### src/inc/ifeb_pkg.sv
// shared constants and types for the interrupt flag and enable bank
package ifeb_pkg;

    // widths
    localparam int IFEB_DW = 16;
    localparam int IFEB_AW = 4;
    localparam int IFEB_GROUPS = 5;
    localparam int IFEB_PW = 3;

    typedef logic [IFEB_AW-1:0] ifeb_addr_t;
    typedef logic [IFEB_DW-1:0] ifeb_word_t;
    typedef logic [IFEB_GROUPS-1:0][IFEB_DW-1:0] ifeb_vec_t;
    typedef logic [IFEB_GROUPS-1:0][IFEB_DW-1:0][IFEB_PW-1:0] ifeb_prio_t;

    // register port request
    typedef struct packed {
        ifeb_addr_t addr;
        ifeb_word_t wdata;
        logic wr;
        logic rd;
    } ifeb_bus_s;

    // register offsets (word index on the plain port)
    localparam ifeb_addr_t IFEB_OFF_FLAGS3 = 4'h0;
    localparam ifeb_addr_t IFEB_OFF_FLAGS4 = 4'h1;
    localparam ifeb_addr_t IFEB_OFF_EN0 = 4'h2;
    localparam ifeb_addr_t IFEB_OFF_EN1 = 4'h3;
    localparam ifeb_addr_t IFEB_OFF_EN2 = 4'h4;
    localparam ifeb_addr_t IFEB_OFF_EN3 = 4'h5;
    localparam ifeb_addr_t IFEB_OFF_IRQ_STAT = 4'h6;
    localparam ifeb_addr_t IFEB_OFF_IRQ_CLR = 4'h7;
    localparam ifeb_addr_t IFEB_OFF_IRQ_EN = 4'h8;

    // implemented bit masks
    // calendar 14, pin events 6 5, i2c b master 2 slave 1
    localparam ifeb_word_t IFEB_MASK_FLAGS3 = 16'h4066;
    // checksum 3, serial b error 2, serial a error 1
    localparam ifeb_word_t IFEB_MASK_FLAGS4 = 16'h000E;
    // bits 13..5 and 3..0
    localparam ifeb_word_t IFEB_MASK_EN0 = 16'h3FEF;
    // bits 15..9 and 4..0
    localparam ifeb_word_t IFEB_MASK_EN1 = 16'hFE1F;
    // bits 13, 9, 7..5, 1, 0
    localparam ifeb_word_t IFEB_MASK_EN2 = 16'h22E3;
    // same layout as flags group 3
    localparam ifeb_word_t IFEB_MASK_EN3 = 16'h4066;

    // reset value of every implemented bit
    localparam ifeb_word_t IFEB_RST_WORD = 16'h0000;

    // block interrupt status bits
    localparam int IFEB_IRQ_BITS = 3;
    localparam int IFEB_IRQ_SET3 = 0;
    localparam int IFEB_IRQ_SET4 = 1;
    localparam int IFEB_IRQ_BADADDR = 2;
    localparam logic [IFEB_IRQ_BITS-1:0] IFEB_IRQ_MASK = 3'h7;
    localparam logic [IFEB_PW-1:0] IFEB_PRIO_OFF = 3'h0;

endpackage

### src/hdl/ifeb_bank.sv
// interrupt flag and enable bank with request forwarding
//
// Notes on behaviour
// - flag reads 1 after its source raised
// - enable bit passes or blocks the request
// - unimplemented bits read 0, ignore writes
// - implemented bits clear at reset
// - software reads and writes every implemented bit
// - flags group3: calendar, pin events, i2c b
// - flags group4: checksum, serial errors only
// - enables group0 upper: conversion through timer b
// - enables group0 lower: compares, captures, timer, pin0
// - enables group1 upper: serial b through compare c
// - enables group1 lower: pin1, change, comparator, i2c
// - enables group2: parallel port, compare, captures, spi
// - enables group3 mirrors flags group3 layout
// - priority zero disables, seven highest
//
// The register offsets and strobed register access are this design's own decisions.
`timescale 1ns/10ps

module ifeb_bank
    import ifeb_pkg::*;
#(
    parameter int ADDR_W = IFEB_AW
) (
    // clock and reset
    input wire logic sys_clk_in,
    input wire logic rst_n_in,
    // register port
    input wire ifeb_bus_s bus_in,
    output ifeb_word_t rdata_out,
    // peripheral events for groups 3 and 4 (one cycle each)
    input wire ifeb_word_t evt_grp3_in,
    input wire ifeb_word_t evt_grp4_in,
    // state held outside: flags of groups 0..2, enables of group 4
    input wire ifeb_vec_t ext_flags_in,
    input wire ifeb_word_t ext_en_grp4_in,
    input wire ifeb_prio_t prio_in,
    // toward the core
    output ifeb_vec_t core_req_out,
    output logic [IFEB_PW-1:0] core_level_out,
    // block interrupt
    output logic irq_out
);

    // the register port is fixed at four address bits
    if (ADDR_W != IFEB_AW) begin : g_bad_aw
        $error("ifeb_bank: ADDR_W must equal the package address width");
    end

    ifeb_word_t flags3_reg;
    ifeb_word_t flags4_reg;
    ifeb_word_t en0_reg;
    ifeb_word_t en1_reg;
    ifeb_word_t en2_reg;
    ifeb_word_t en3_reg;
    logic [IFEB_IRQ_BITS-1:0] stat_reg;
    logic [IFEB_IRQ_BITS-1:0] irq_en_reg;
    ifeb_word_t flags3_next;
    ifeb_word_t flags4_next;
    ifeb_word_t rdata_next;
    logic mapped;
    ifeb_vec_t flag_all;
    ifeb_vec_t en_all;
    ifeb_vec_t req_next;
    logic [IFEB_PW-1:0] level_next;
    logic [IFEB_IRQ_BITS-1:0] stat_set;

    // write strobe for one offset
    function automatic logic wr_hit(ifeb_bus_s b, ifeb_addr_t off);
        return b.wr && (b.addr == off);
    endfunction

    // sources whose priority field is not the disabled code
    function automatic ifeb_word_t prio_live(logic [IFEB_DW-1:0][IFEB_PW-1:0] p);
        ifeb_word_t v;
        v = '0;
        for (int i = 0; i < IFEB_DW; i++) begin
            v[i] = (p[i] != IFEB_PRIO_OFF);
        end
        return v;
    endfunction

    // flag next values: a write lands first, then events OR in, so an event
    // in the same cycle as a clearing write is never lost
    always_comb begin
        flags3_next = flags3_reg;
        flags4_next = flags4_reg;
        if (wr_hit(bus_in, IFEB_OFF_FLAGS3)) begin
            flags3_next = bus_in.wdata & IFEB_MASK_FLAGS3;
        end
        if (wr_hit(bus_in, IFEB_OFF_FLAGS4)) begin
            flags4_next = bus_in.wdata & IFEB_MASK_FLAGS4;
        end
        flags3_next = flags3_next | (evt_grp3_in & IFEB_MASK_FLAGS3);
        flags4_next = flags4_next | (evt_grp4_in & IFEB_MASK_FLAGS4);
    end

    // flag registers
    always_ff @(posedge sys_clk_in or negedge rst_n_in) begin
        if (!rst_n_in) begin
            flags3_reg <= IFEB_RST_WORD;
            flags4_reg <= IFEB_RST_WORD;
        end else begin
            flags3_reg <= flags3_next;
            flags4_reg <= flags4_next;
        end
    end

    // enable registers, unimplemented positions masked off on write
    always_ff @(posedge sys_clk_in or negedge rst_n_in) begin
        if (!rst_n_in) begin
            en0_reg <= IFEB_RST_WORD;
            en1_reg <= IFEB_RST_WORD;
            en2_reg <= IFEB_RST_WORD;
            en3_reg <= IFEB_RST_WORD;
        end else begin
            if (wr_hit(bus_in, IFEB_OFF_EN0)) begin
                en0_reg <= bus_in.wdata & IFEB_MASK_EN0;
            end
            if (wr_hit(bus_in, IFEB_OFF_EN1)) begin
                en1_reg <= bus_in.wdata & IFEB_MASK_EN1;
            end
            if (wr_hit(bus_in, IFEB_OFF_EN2)) begin
                en2_reg <= bus_in.wdata & IFEB_MASK_EN2;
            end
            if (wr_hit(bus_in, IFEB_OFF_EN3)) begin
                en3_reg <= bus_in.wdata & IFEB_MASK_EN3;
            end
        end
    end

    // gather all five groups for forwarding
    assign flag_all = {flags4_reg, flags3_reg, ext_flags_in[2], ext_flags_in[1],
                       ext_flags_in[0]};
    assign en_all = {ext_en_grp4_in, en3_reg, en2_reg, en1_reg, en0_reg};

    // forwarded requests and the highest live level among them
    always_comb begin
        level_next = IFEB_PRIO_OFF;
        for (int g = 0; g < IFEB_GROUPS; g++) begin
            req_next[g] = flag_all[g] & en_all[g] & prio_live(prio_in[g]);
            for (int i = 0; i < IFEB_DW; i++) begin
                if (req_next[g][i] && (prio_in[g][i] > level_next)) begin
                    level_next = prio_in[g][i];
                end
            end
        end
    end

    // registered request outputs keep the core side glitch free
    always_ff @(posedge sys_clk_in or negedge rst_n_in) begin
        if (!rst_n_in) begin
            core_req_out <= '0;
            core_level_out <= IFEB_PRIO_OFF;
        end else begin
            core_req_out <= req_next;
            core_level_out <= level_next;
        end
    end

    // read decode; unmapped and write-only offsets answer zero
    always_comb begin
        mapped = 1'b1;
        rdata_next = '0;
        unique case (bus_in.addr)
            IFEB_OFF_FLAGS3: rdata_next = flags3_reg;
            IFEB_OFF_FLAGS4: rdata_next = flags4_reg;
            IFEB_OFF_EN0: rdata_next = en0_reg;
            IFEB_OFF_EN1: rdata_next = en1_reg;
            IFEB_OFF_EN2: rdata_next = en2_reg;
            IFEB_OFF_EN3: rdata_next = en3_reg;
            IFEB_OFF_IRQ_STAT: rdata_next = {13'h0000, stat_reg};
            IFEB_OFF_IRQ_CLR: rdata_next = '0;
            IFEB_OFF_IRQ_EN: rdata_next = {13'h0000, irq_en_reg};
            default: mapped = 1'b0;
        endcase
    end

    // read data valid only in the cycle after the read strobe
    always_ff @(posedge sys_clk_in or negedge rst_n_in) begin
        if (!rst_n_in) begin
            rdata_out <= '0;
        end else if (bus_in.rd) begin
            rdata_out <= rdata_next;
        end else begin
            rdata_out <= '0;
        end
    end

    // block events: any new flag in group 3 or 4, or a stray access
    assign stat_set[IFEB_IRQ_SET3] = |(evt_grp3_in & IFEB_MASK_FLAGS3 & ~flags3_reg);
    assign stat_set[IFEB_IRQ_SET4] = |(evt_grp4_in & IFEB_MASK_FLAGS4 & ~flags4_reg);
    assign stat_set[IFEB_IRQ_BADADDR] = (bus_in.wr || bus_in.rd) && !mapped;

    // sticky status, set wins over a clear in the same cycle
    always_ff @(posedge sys_clk_in or negedge rst_n_in) begin
        if (!rst_n_in) begin
            stat_reg <= '0;
        end else if (wr_hit(bus_in, IFEB_OFF_IRQ_CLR)) begin
            stat_reg <= (stat_reg & ~bus_in.wdata[IFEB_IRQ_BITS-1:0]) | stat_set;
        end else begin
            stat_reg <= stat_reg | stat_set;
        end
    end

    // block interrupt enable register
    always_ff @(posedge sys_clk_in or negedge rst_n_in) begin
        if (!rst_n_in) begin
            irq_en_reg <= '0;
        end else if (wr_hit(bus_in, IFEB_OFF_IRQ_EN)) begin
            irq_en_reg <= bus_in.wdata[IFEB_IRQ_BITS-1:0] & IFEB_IRQ_MASK;
        end
    end

    assign irq_out = |(stat_reg & irq_en_reg);

    // helper: high only in the first cycle after reset release
    logic first_reg;
    always_ff @(posedge sys_clk_in or negedge rst_n_in) begin
        if (!rst_n_in) begin
            first_reg <= 1'b1;
        end else begin
            first_reg <= 1'b0;
        end
    end
endmodule

### config.mk
export PLATFORM = sky130hd
export DESIGN_NAME = ifeb_bank
export DESIGN_NICKNAME = d
export VERILOG_FILES = /design/src/inc/ifeb_pkg.sv /design/src/hdl/ifeb_bank.sv
export SDC_FILE = /design/constraint.sdc
export NUM_CORES = 1
export LEC_CHECK = 0
export BUFFER_PORTS_ARGS = -buffer_cell sky130_fd_sc_hd__buf_2
export CORE_AREA = 5 5 189 191
export DETAILED_ROUTE_END_ITERATION = 10
export DIE_AREA = 0 0 194 196
export GPL_TIMING_DRIVEN = 0
export PLACE_DENSITY = 0.57
export SLEW_MARGIN = 15
export SYNTH_ARGS = -nofsm -noshare
export SYNTH_HDL_FRONTEND = slang
export SYNTH_SLANG_ARGS = --single-unit
### constraint.sdc
create_clock -name sys_clk_in -period 51 [get_ports sys_clk_in]
set_clock_uncertainty 0.2 [all_clocks]
set_input_delay 10.2 -clock sys_clk_in [delete_from_list [all_inputs] [get_ports sys_clk_in]]
set_output_delay 10.2 -clock sys_clk_in [all_outputs]
set_load 0.01 [all_outputs]
# Yosys cells after proc, flatten, opt, wreduce, memory -nomap -nowiden

Index checks and enable logic that the tools add are counted.

$lt $le $gt $ge: 80
Eq/ne operators: 8
Mux-type cells: 86
Bitwise gates (word level): 21
Reductions and logical operators: 176

Operators with widths:

| kind                                                                             | count |
|---|---|
| 3-bit two-way mux                                                                | 81 |
| 3-bit nonzero test                                                               | 80 |
| 3-bit greater-than comparator                                                    | 79 |
| 16-bit one-hot mux with 8 select lines                                           | 1 |
| 16-bit bitwise AND                                                               | 7 |
| 1-bit logical AND                                                                | 89 |
| 16-bit two-way mux                                                               | 3 |
| 16-bit by 14-bit bitwise AND with 16-bit output                                  | 2 |
| 16-bit NOT                                                                       | 2 |
| 16-bit OR reduction                                                              | 2 |
| 15-bit by 16-bit bitwise AND with 16-bit output                                  | 1 |
| 16-bit by 15-bit bitwise AND with 16-bit output                                  | 1 |
| 4-bit by 16-bit bitwise AND with 16-bit output                                   | 1 |
| 4-bit by 3-bit == test with 1-bit output (second input constant)                 | 4 |
| 16-bit by 15-bit bitwise OR with 16-bit output                                   | 1 |
| 16-bit by 4-bit bitwise OR with 16-bit output                                    | 1 |
| 9-bit OR reduction                                                               | 1 |
| 4-bit by 2-bit == test with 1-bit output (second input constant)                 | 2 |
| 3-bit bitwise AND                                                                | 2 |
| 3-bit bitwise OR                                                                 | 2 |
| 4-bit by 1-bit == test with 1-bit output (second input constant)                 | 1 |
| 4-bit == test (second input constant)                                            | 1 |
| 4-bit zero test                                                                  | 1 |
| 3-bit by 1-bit greater-than comparator with 1-bit output (second input constant) | 1 |
| other kinds (5)                                                                  | 5 |

Flip-flop bits (word level): 174
Bits of input ports: 392
Output and inout port bits: 100

# Depth between registers and ports, before layout

Gate-level depths: netlist of the first run.

Depth in word-level cells: 241
Mapped depth: 267
Mapped depth without buffers: 267

# Worst setup path after synthesis of the first run

Ideal clock, no wire load.

Path kind: in2reg
From: input port prio_in[2] (netlist name)
To: register core_level_out[0]
Data arrival time: 52.590 ns
Data required time: 50.676 ns
Path slack: -1.914 ns
Cell stages on the path: 253
Path buffers: 0
Path through: and3_1 -> inv_1 -> ha_1 -> nand2_1 -> o21a_1 -> nor2_1 -> mux2_2 -> ha_1 -> a311o_1 -> o21bai_1 -> o221a_2 -> o21ai_0 -> o2bb2ai_1 -> ha_1 -> nor2_1 -> o31ai_1 -> and2_1 -> o221ai_1 -> [217 not listed] -> mux2i_1 -> inv_1 -> ha_1 -> nor2_1 -> o22ai_1 -> nand2_1 -> a31o_1 -> nand2b_1 -> ha_1 -> nand3_1 -> nand2_1 -> a21oi_1 -> mux2_2 -> ha_1 -> a311oi_1 -> inv_1 -> o22ai_1 -> a21oi_1

Longest elaborated chain between the ends: 241
Elaborated cells between the ends (all ways): 242
Classes of those cells: order compare (80); mux (80); bitwise (1); reduce/logical (81)

RTL lines:

| element                                                                                          | line             | text |
|---|---|---|
| start, declared                                                                                  | ifeb_bank.sv:39  | `input wire ifeb_prio_t prio_in,` |
| branches (longest 3 deep; another with 3-bit by 1-bit greater-than comparator with 1-bit output) | --               |  |
| 3-bit two-way mux (*)                                                                            | ifeb_bank.sv:145 | `if (req_next[g][i] && (prio_in[g][i] > level_next)) begin` |
| 3-bit greater-than comparator                                                                    | ifeb_bank.sv:145 |  |
| 1-bit logical AND                                                                                | ifeb_bank.sv:145 |  |
| 3-bit two-way mux (*)                                                                            | ifeb_bank.sv:145 |  |
| 3-bit greater-than comparator                                                                    | ifeb_bank.sv:145 |  |
| 1-bit logical AND                                                                                | ifeb_bank.sv:145 |  |
| 3-bit two-way mux (*)                                                                            | ifeb_bank.sv:145 |  |
| [224 not listed]                                                                                 | --               |  |
| 3-bit two-way mux (*)                                                                            | ifeb_bank.sv:145 |  |
| 3-bit greater-than comparator                                                                    | ifeb_bank.sv:145 |  |
| 1-bit logical AND                                                                                | ifeb_bank.sv:145 |  |
| 3-bit two-way mux (*)                                                                            | ifeb_bank.sv:145 |  |
| 3-bit greater-than comparator                                                                    | ifeb_bank.sv:145 |  |
| 1-bit logical AND                                                                                | ifeb_bank.sv:145 |  |
| 3-bit two-way mux (*)                                                                            | ifeb_bank.sv:145 |  |
| named net level_next[0]                                                                          | ifeb_bank.sv:67  | `logic [IFEB_PW-1:0] level_next;` |
| end signal, assigned                                                                             | ifeb_bank.sv:159 | `core_level_out <= level_next;` |
| end, declared                                                                                    | ifeb_bank.sv:42  | `output logic [IFEB_PW-1:0] core_level_out,` |

Mark *: on every way through the listed nets, which the timed path passes.
A chain may end at the register's enable or synchronous reset.

# Final worst setup path of the first run

From: input port ext_flags_in[0] (netlist name)
To: register core_level_out[0]

Longest elaborated chain between the ends: 241

RTL lines:

| element                                             | line             | text |
|---|---|---|
| start, declared                                     | ifeb_bank.sv:37  | `input wire ifeb_vec_t ext_flags_in,` |
| 16-bit by 14-bit bitwise AND with 16-bit output (*) | ifeb_bank.sv:143 | `req_next[g] = flag_all[g] & en_all[g] & prio_live(prio_in[g]);` |
| 16-bit bitwise AND (*)                              | ifeb_bank.sv:143 |  |
| 1-bit logical AND (*)                               | ifeb_bank.sv:145 |  |
| 3-bit two-way mux (*)                               | ifeb_bank.sv:145 |  |
| 3-bit greater-than comparator                       | ifeb_bank.sv:145 |  |
| 1-bit logical AND                                   | ifeb_bank.sv:145 |  |
| 3-bit two-way mux (*)                               | ifeb_bank.sv:145 |  |
| 3-bit greater-than comparator                       | ifeb_bank.sv:145 |  |
| [226 not listed]                                    | --               |  |
| 3-bit two-way mux (*)                               | ifeb_bank.sv:145 |  |
| 3-bit greater-than comparator                       | ifeb_bank.sv:145 |  |
| 1-bit logical AND                                   | ifeb_bank.sv:145 |  |
| 3-bit two-way mux (*)                               | ifeb_bank.sv:145 |  |
| 3-bit greater-than comparator                       | ifeb_bank.sv:145 |  |
| 1-bit logical AND                                   | ifeb_bank.sv:145 |  |
| 3-bit two-way mux (*)                               | ifeb_bank.sv:145 |  |
| named net level_next[0]                             | ifeb_bank.sv:67  |  |

Mark *: on every way through the listed nets, which the timed path passes. The rest lies on a longest branch.

==> results.yml, run 1 <==
global_route:
  grt_overflow: 0
  antenna_found_initial: 16
  grt_max_degree: 73
  grt_use_total: 0.191
  grt_pass1_wl_um: 58800
  grt_pass1_vias: 11000
detailed_routing:
  wl_met2_um: 17700
  met3_wirelength_um: 2890
  top_layer: "met5"
  drtPass1Iterations: 6
  met1_length_um: 17100
  ant_nets: 0
  drt-initial-drc-count: 796
  vias_per_cell: 5.33
  routed_wirelength_um: 38500
  num_vias: 11100
  routedWlPerCell_um: 18.5
  drc: 0
placed_design:
  place_congestion: 0.941
  dp.final_hpwl_um: 29500
  dp_slack_ns: -4.72
  numPortBuffers: 245
hold_path:
  min_path_cells: 2
  worstHoldStart: "stat_reg[2]$_DFF_PN0_"
  hold_end: "stat_reg[2]$_DFF_PN0_"
  hold_path_class: "reg2reg"
yosys:
  synth_ff_type: "dfrtp_1"
  async_flop_share: 1.00
  synth_area_mm2: 0.00991
  synth_edf_count: 0
  ys_warn_count: 0
  synth_area_per_cell_um2: 8.36
  synthCells: 1185
  ys_ff_latch: 110
  synth_cell_types: 101
  ys_seq_area_frac: 0.278
worst_setup_path:
  cpPeakStageDelay_ns: 0.40
  crit_arrival_ns: 52.85
  ff2ff_path_depth: 257
  regToRegEndpoint: "core_level_out[0]$_DFF_PN0_"
  critPathBufInv: 13
  crit_required_ns: 51.06
  crit_path_max_fanout: 6
  path_class: "in2reg"
  crit_path_frequent_cell: "ha_4"
  reg2reg_from: "en0_reg[0]$_DFFE_PN0P_"
  crit_path_start_kind: "input pin"
  cp-end-kind: "flop"
  r2r_setup_slack_ns: 7.57
  startpoint: "ext_flags_in[0]"
  cpLargestDelayFamily: "compound AO/OA/AOI/OAI gates"
  crit_slowest_cell: "or3b_4"
finish:
  final_layout_size_suffix_gt1_frac: 0.448
  fin_nets: 2046
  area_growth_pct: 46.7
  final_util: 0.428
  n_fill_cell: 3385
  largest_reg_flops: 40
  layout_commonest_cell: "buf_2"
  layout_common_cells: "242 x buf_2, 167 x buf_4, 110 x dfrtp_1, 79 x nor2_1, 78 x inv_1"
clocking:
  htree_levels: 3
  clkLatencyLatePin_ns: 0.36
  hold_buffers: 0
  cts.clk_slew.worst_paths_ns: 0.08
  clock_path_buffers: 2
  cts_tree: "yes"
  cts.sinks: 110
  root_buffer: "clkbuf_16"
  numCtsBuffers: 9
run:
  cap_violations: 0
floorplanning:
  start_util: 0.292
  die_w_um: 194
  num_rows: 68
  die_h_um: 196
  pin_count: 492
  die-area_mm2: 0.0380
  core_region_area_mm2: 0.0339
timing:
  relSlewSlack: 0.250
  min_period_ns: 52.79
  fmax_mhz: 18.9
  rsz0062_at_grt: "yes"
  hold_viol: 0
  drv_slew: 0
  min_period_over_period: 1.04
  layout_setup_ws_ns: -1.79
  tightest_slew_ns: 1.12
  finalSetupViolations: 3
pwr:
  leakage_nw: 6.76
  power_density_mw_per_mm2: 47.9
  ir_worst_vdd_v: 0.0000195
status:
  violations: "negative setup slack"
  run_status: "finished, violations left"
-- layer usage --
metal,up-vias,global-route usage
li1,5315,-
met1,5298,0.252
met2,345,0.309
met3,65,0.0577
met4,28,0.0417
met5,-,0
-- cell type report --
type	count	area, µm²	area share
buffer	61	402	0.0276
inverter	85	324	0.0223
multi-input combinational	968	7920	0.545
timing repair buffer	374	2250	0.155
antenna	6	15.0	0.00103
clock buffer	11	253	0.0174
tap	455	569	0.0392
clock inverter	5	56.3	0.00387
sequential	110	2750	0.189
-- worst max-delay path by stage --
stage,slack (ns),depth (start not counted),end
after CTS,-1.62,260,core_level_out[0]$_DFF_PN0_
after floorplan,0.01,253,core_level_out[0]$_DFF_PN0_
final,-1.79,258,core_level_out[0]$_DFF_PN0_
after detailed placement,-4.72,255,core_level_out[0]$_DFF_PN0_
after global routing,-4.13,261,core_level_out[0]$_DFF_PN0_
after global placement,-4.06,256,core_level_out[0]$_DFF_PN0_
-- power by group --
group          internal, W  switching (W)
Clock            0.0000410      0.0000375
Sequential        0.000101      0.0000160
Combinational     0.000269       0.000233
-- through the flow --
step / hold WS, ns / TNS, ns / power (W) / instances / cell area, µm²
global placement: 0.305 / -11.86 / 0.000401 / 1924 / 12100
floorplan: 0.268 / 0 / 0.000334 / 1224 / 10300
CTS: 0.323 / -4.71 / 0.000626 / 2044 / 13800
detailed placement: 0.304 / -13.84 / 0.000408 / 1925 / 12200
finish: 0.327 / -5.23 / 0.000697 / 2075 / 14500
global route: 0.351 / -12.27 / 0.000750 / 2071 / 14500
-- worst register-to-register path, delay by kind of cell, from the launching register on --
kind                     cells  cell delay [ns]
AO/OA/AOI/OAI              105            17.52
adder cells (fa/ha/maj)     50            13.39
buffers and inverters       12             1.13
multiplexers                 7             2.16
AND/OR/NAND/NOR             83             8.45
flip-flops                   1             0.50
-- synth_stat cells (6+ instances only) --
cell / instances / area [µm²]
nor2_1: 114 / 428
dfrtp_1: 110 / 2750
nand2_1: 88 / 330
inv_1: 85 / 319
nand3_1: 54 / 270
a21oi_1: 52 / 260
ha_1: 45 / 563
mux2_2: 45 / 507
o21ai_0: 45 / 225
buf_4: 42 / 315
and3_1: 36 / 225
o311a_1: 31 / 310
nor3_1: 27 / 135
a31oi_1: 25 / 156
o21a_1: 23 / 173
and2_1: 21 / 131
nand2b_1: 16 / 100
clkbuf_1: 15 / 56.3
mux2i_1: 15 / 150
nand4_1: 15 / 93.8
a21boi_0: 13 / 97.6
a22oi_1: 13 / 97.6
o22ai_1: 13 / 81.3
nor2b_1: 12 / 75.1
a21o_1: 11 / 82.6
maj3_1: 11 / 110
o211ai_1: 11 / 82.6
a211oi_1: 10 / 75.1
nand3b_1: 9 / 67.6
or2_2: 9 / 56.3
o221ai_1: 8 / 70.1
a221oi_1: 7 / 61.3
o31ai_1: 7 / 52.6
a211o_1: 6 / 52.6
a22o_1: 6 / 52.6
o2111ai_1: 6 / 52.6
-- logic make-up after synthesis --
logic type                 Yosys count  share of synthesized area
and+or+nand+nor                    429                      0.215
AOI/OAI and AO/OA                  383                      0.300
buffers and inverters              146                     0.0727
DFF                                110                      0.278
muxes                               60                     0.0663
adders and majority gates           56                     0.0679
other                                1                   0.000378
-- repair_timing --
action | CTS | global route
setup buffers | 103 | 27
setup endpoints to repair | 3 | 3
gates resized for setup | 127 | 93
pin swaps | 173 | 209
Power figures use the tool's default switching activity.
==> run 2, diff against run 1 <==
ABC_AREA = 1   (was default)
CORE_AREA = 5 5 190 192   (was 5 5 189 191)
DIE_AREA = 0 0 195 197   (was 0 0 194 196)
PLACE_DENSITY = 0.52   (was 0.57)
==> results.yml, run 2 <==
timing:
  hold_viol: 0
  layout_setup_ws_ns: 1.96
  relSlewSlack: 0.297
  drv_slew: 0
  fin_hold_ws_ns: 0.327
  tightest_slew_ns: 1.05
  min_period_over_period: 0.962
  min_period_ns: 49.04
  finalSetupViolations: 0
  fmax_mhz: 20.4
  fin_setup_tns_ns: 0
hold_path:
  min_path_cells: 2
  hold_end: "en3_reg[2]$_DFFE_PN0P_"
  worstHoldStart: "en3_reg[2]$_DFFE_PN0P_"
  hold_path_class: "reg2reg"
worst_setup_path:
  r2r_setup_slack_ns: 11.43
  path_class: "in2reg"
  crit_path_start_kind: "input pin"
  cpPeakStageDelay_ns: 0.32
  crit_path_frequent_cell: "nand2_2"
  ff2ff_path_depth: 287
  crit_arrival_ns: 49.14
  crit_slowest_cell: "ha_1"
  cp-end-kind: "flop"
  crit_required_ns: 51.11
  crit_path_max_fanout: 5
  reg2reg_from: "en0_reg[0]$_DFFE_PN0P_"
  regToRegEndpoint: "core_level_out[1]$_DFF_PN0_"
detailed_routing:
  ant_nets: 0
  num_vias: 9054
  drtPass1Iterations: 4
  drt-initial-drc-count: 501
  drc: 0
  routedWlPerCell_um: 15.5
  routed_wirelength_um: 31000
  vias_per_cell: 4.53
pwr:
  leakage_nw: 6.46
  power_density_mw_per_mm2: 43.1
  ir_worst_vdd_v: 0.0000225
  power_w: 0.000515
global_route:
  grt_pass1_vias: 8351
  grt_pass1_wl_um: 45200
  grt_overflow: 0
  grtUsageMet3: 0.0455
  grt_busiest_layer: "met2"
  antenna_found_initial: 14
  use_met1: 0.205
  grt_use_met2: 0.234
  grt_max_degree: 70
  grt_use_total: 0.148
clocking:
  cts.clk_slew.worst_paths_ns: 0.08
  root_buffer: "clkbuf_16"
  cts.sinks: 110
  clock_path_buffers: 2
  cts_tree: "yes"
  clkLatencyLatePin_ns: 0.37
  numCtsBuffers: 9
  htree_levels: 3
yosys:
  ys_warn_count: 0
  synthXorXnorAreaFrac: 0
  synth_edf_count: 0
  async_flop_share: 1.00
  yosysMostFrequentCell: "nand2_1"
  synth_top_family_by_area: "simple AND/OR/NAND/NOR gates"
  yosys.area.top_type: "dfrtp_1"
  ys_seq_area_frac: 0.327
  yosys.area_share.simple: 0.277
  synth_area_leaders: "dfrtp_1 33%, nand2_1 14%, inv_1 8.5%, o21ai_0 6.7%, ha_1 6.7%"
  synthCells: 1201
  synth_compound_area_frac: 0.196
  ys_ff_latch: 110
  synth_ff_type: "dfrtp_1"
  synth_area_per_cell_um2: 7.01
  synth_mux_area_frac: 0.00402
  synth_fa_ha_area_frac: 0.0669
  synthTopCellsByCount: "322 x nand2_1, 191 x inv_1, 113 x o21ai_0, 110 x dfrtp_1, 77 x nand3_1"
  synth_area_mm2: 0.00841
  synth_top_area_frac: 0.327
  synth_cell_types: 44
placed_design:
  dp_slack_ns: -3.70
  place_congestion: 0.884
  numPortBuffers: 244
  dp.final_hpwl_um: 24500
finish:
  area_growth_pct: 41.9
  largest_reg_flops: 40
  layout_commonest_cell: "buf_2"
  n_fill_cell: 3720
  seqCellArea_mm2: 0.00275
  layout_common_cells: "244 x buf_2, 242 x nand2_1, 189 x inv_1, 110 x dfrtp_1, 94 x nand2_2"
  fin_nets: 1969
  multiInputGateArea_mm2: 0.00569
  final_layout_size_suffix_gt1_frac: 0.385
floorplanning:
  die-area_mm2: 0.0384
  die_w_um: 195
  start_util: 0.246
  die_h_um: 197
  pin_count: 492
  num_rows: 68
  core_region_area_mm2: 0.0342
status:
  run_status: "finished clean"
run:
  cap_violations: 0
## run 2: changes by cell type in the layout (fill, tap and decap cells not counted), sizes merged, moves of 42 or more
cell	before	now
buf	420	322
o21ai	52	121
nand2	89	361
mux2	45	3
inv	86	198
nor2	115	26
## run 2: through the flow
stage                     cells   util  instance area (µm²)
after floorplan            1240      -                 8560
after global placement     1939  0.303                10300
after detailed placement   1940  0.304                10400
after CTS                  1956  0.315                10800
after global routing       1995  0.349                11900
final                      1997  0.349                11900
## run 2: worst max-delay path: cells and delay by family
kind | cells | cell delay [ns]
AND/OR/NAND/NOR | 149 | 17.54
adder cells (fa/ha/maj) | 39 | 10.27
buffers and inverters | 27 | 1.87
AO/OA/AOI/OAI | 73 | 9.16
## run 2: worst max-delay path by stage
stage,startpoint,slack [ns],to
2_1_floorplan,prio_in[2],0.83,core_level_out[0]$_DFF_PN0_
3_3_place_gp,prio_in[2],-3.11,core_level_out[0]$_DFF_PN0_
3_5_place_dp,prio_in[1],-3.70,core_level_out[0]$_DFF_PN0_
4_1_cts,prio_in[2],0.004,core_level_out[0]$_DFF_PN0_
5_1_grt,prio_in[1],-0.58,core_level_out[0]$_DFF_PN0_
6_report,prio_in[1],1.96,core_level_out[1]$_DFF_PN0_
## run 2: logic make-up after synthesis
family,count (synthesis)
AO/OA/AOI/OAI,277
adder cells (fa/ha/maj),45
buffers and inverters,246
flip-flops,110
multiplexers,3
other,1
AND/OR/NAND/NOR,519
## run 2: final cells by class
| cell class | count | area share |
|---|---|---|
| Sequential cell | 110 | 0.231 |
| Antenna cell | 5 | 0.00105 |
| Buffer | 49 | 0.0281 |
| Tap cell | 455 | 0.0477 |
| Clock buffer | 10 | 0.0200 |
| Multi-Input combinational cell | 884 | 0.477 |
| Timing Repair Buffer | 281 | 0.128 |
| Inverter | 197 | 0.0622 |
| Clock inverter | 6 | 0.00556 |
## run 2: metal layers
layer,vias up,part of all wire
li1,4559,-
met1,4187,0.46
met2,258,0.46
met3,32,0.076
met4,18,0.0073
met5,-,0.0037
## run 2: what timing repair did
action | in CTS | in global routing
gates resized for setup | 52 | 227
setup endpoints to repair | 3 | 3
setup buffers | 0 | 36
hold buffers | 0 | 0
pin swaps | 1 | 121
## run 2: power breakdown
part	total [W]	switching [W]	leakage (nW)	internal [W]
sequential	0.000111	0.0000113	1.39	0.0000994
combinational	0.000325	0.000175	4.91	0.000150
clock	0.0000790	0.0000389	0.154	0.0000401
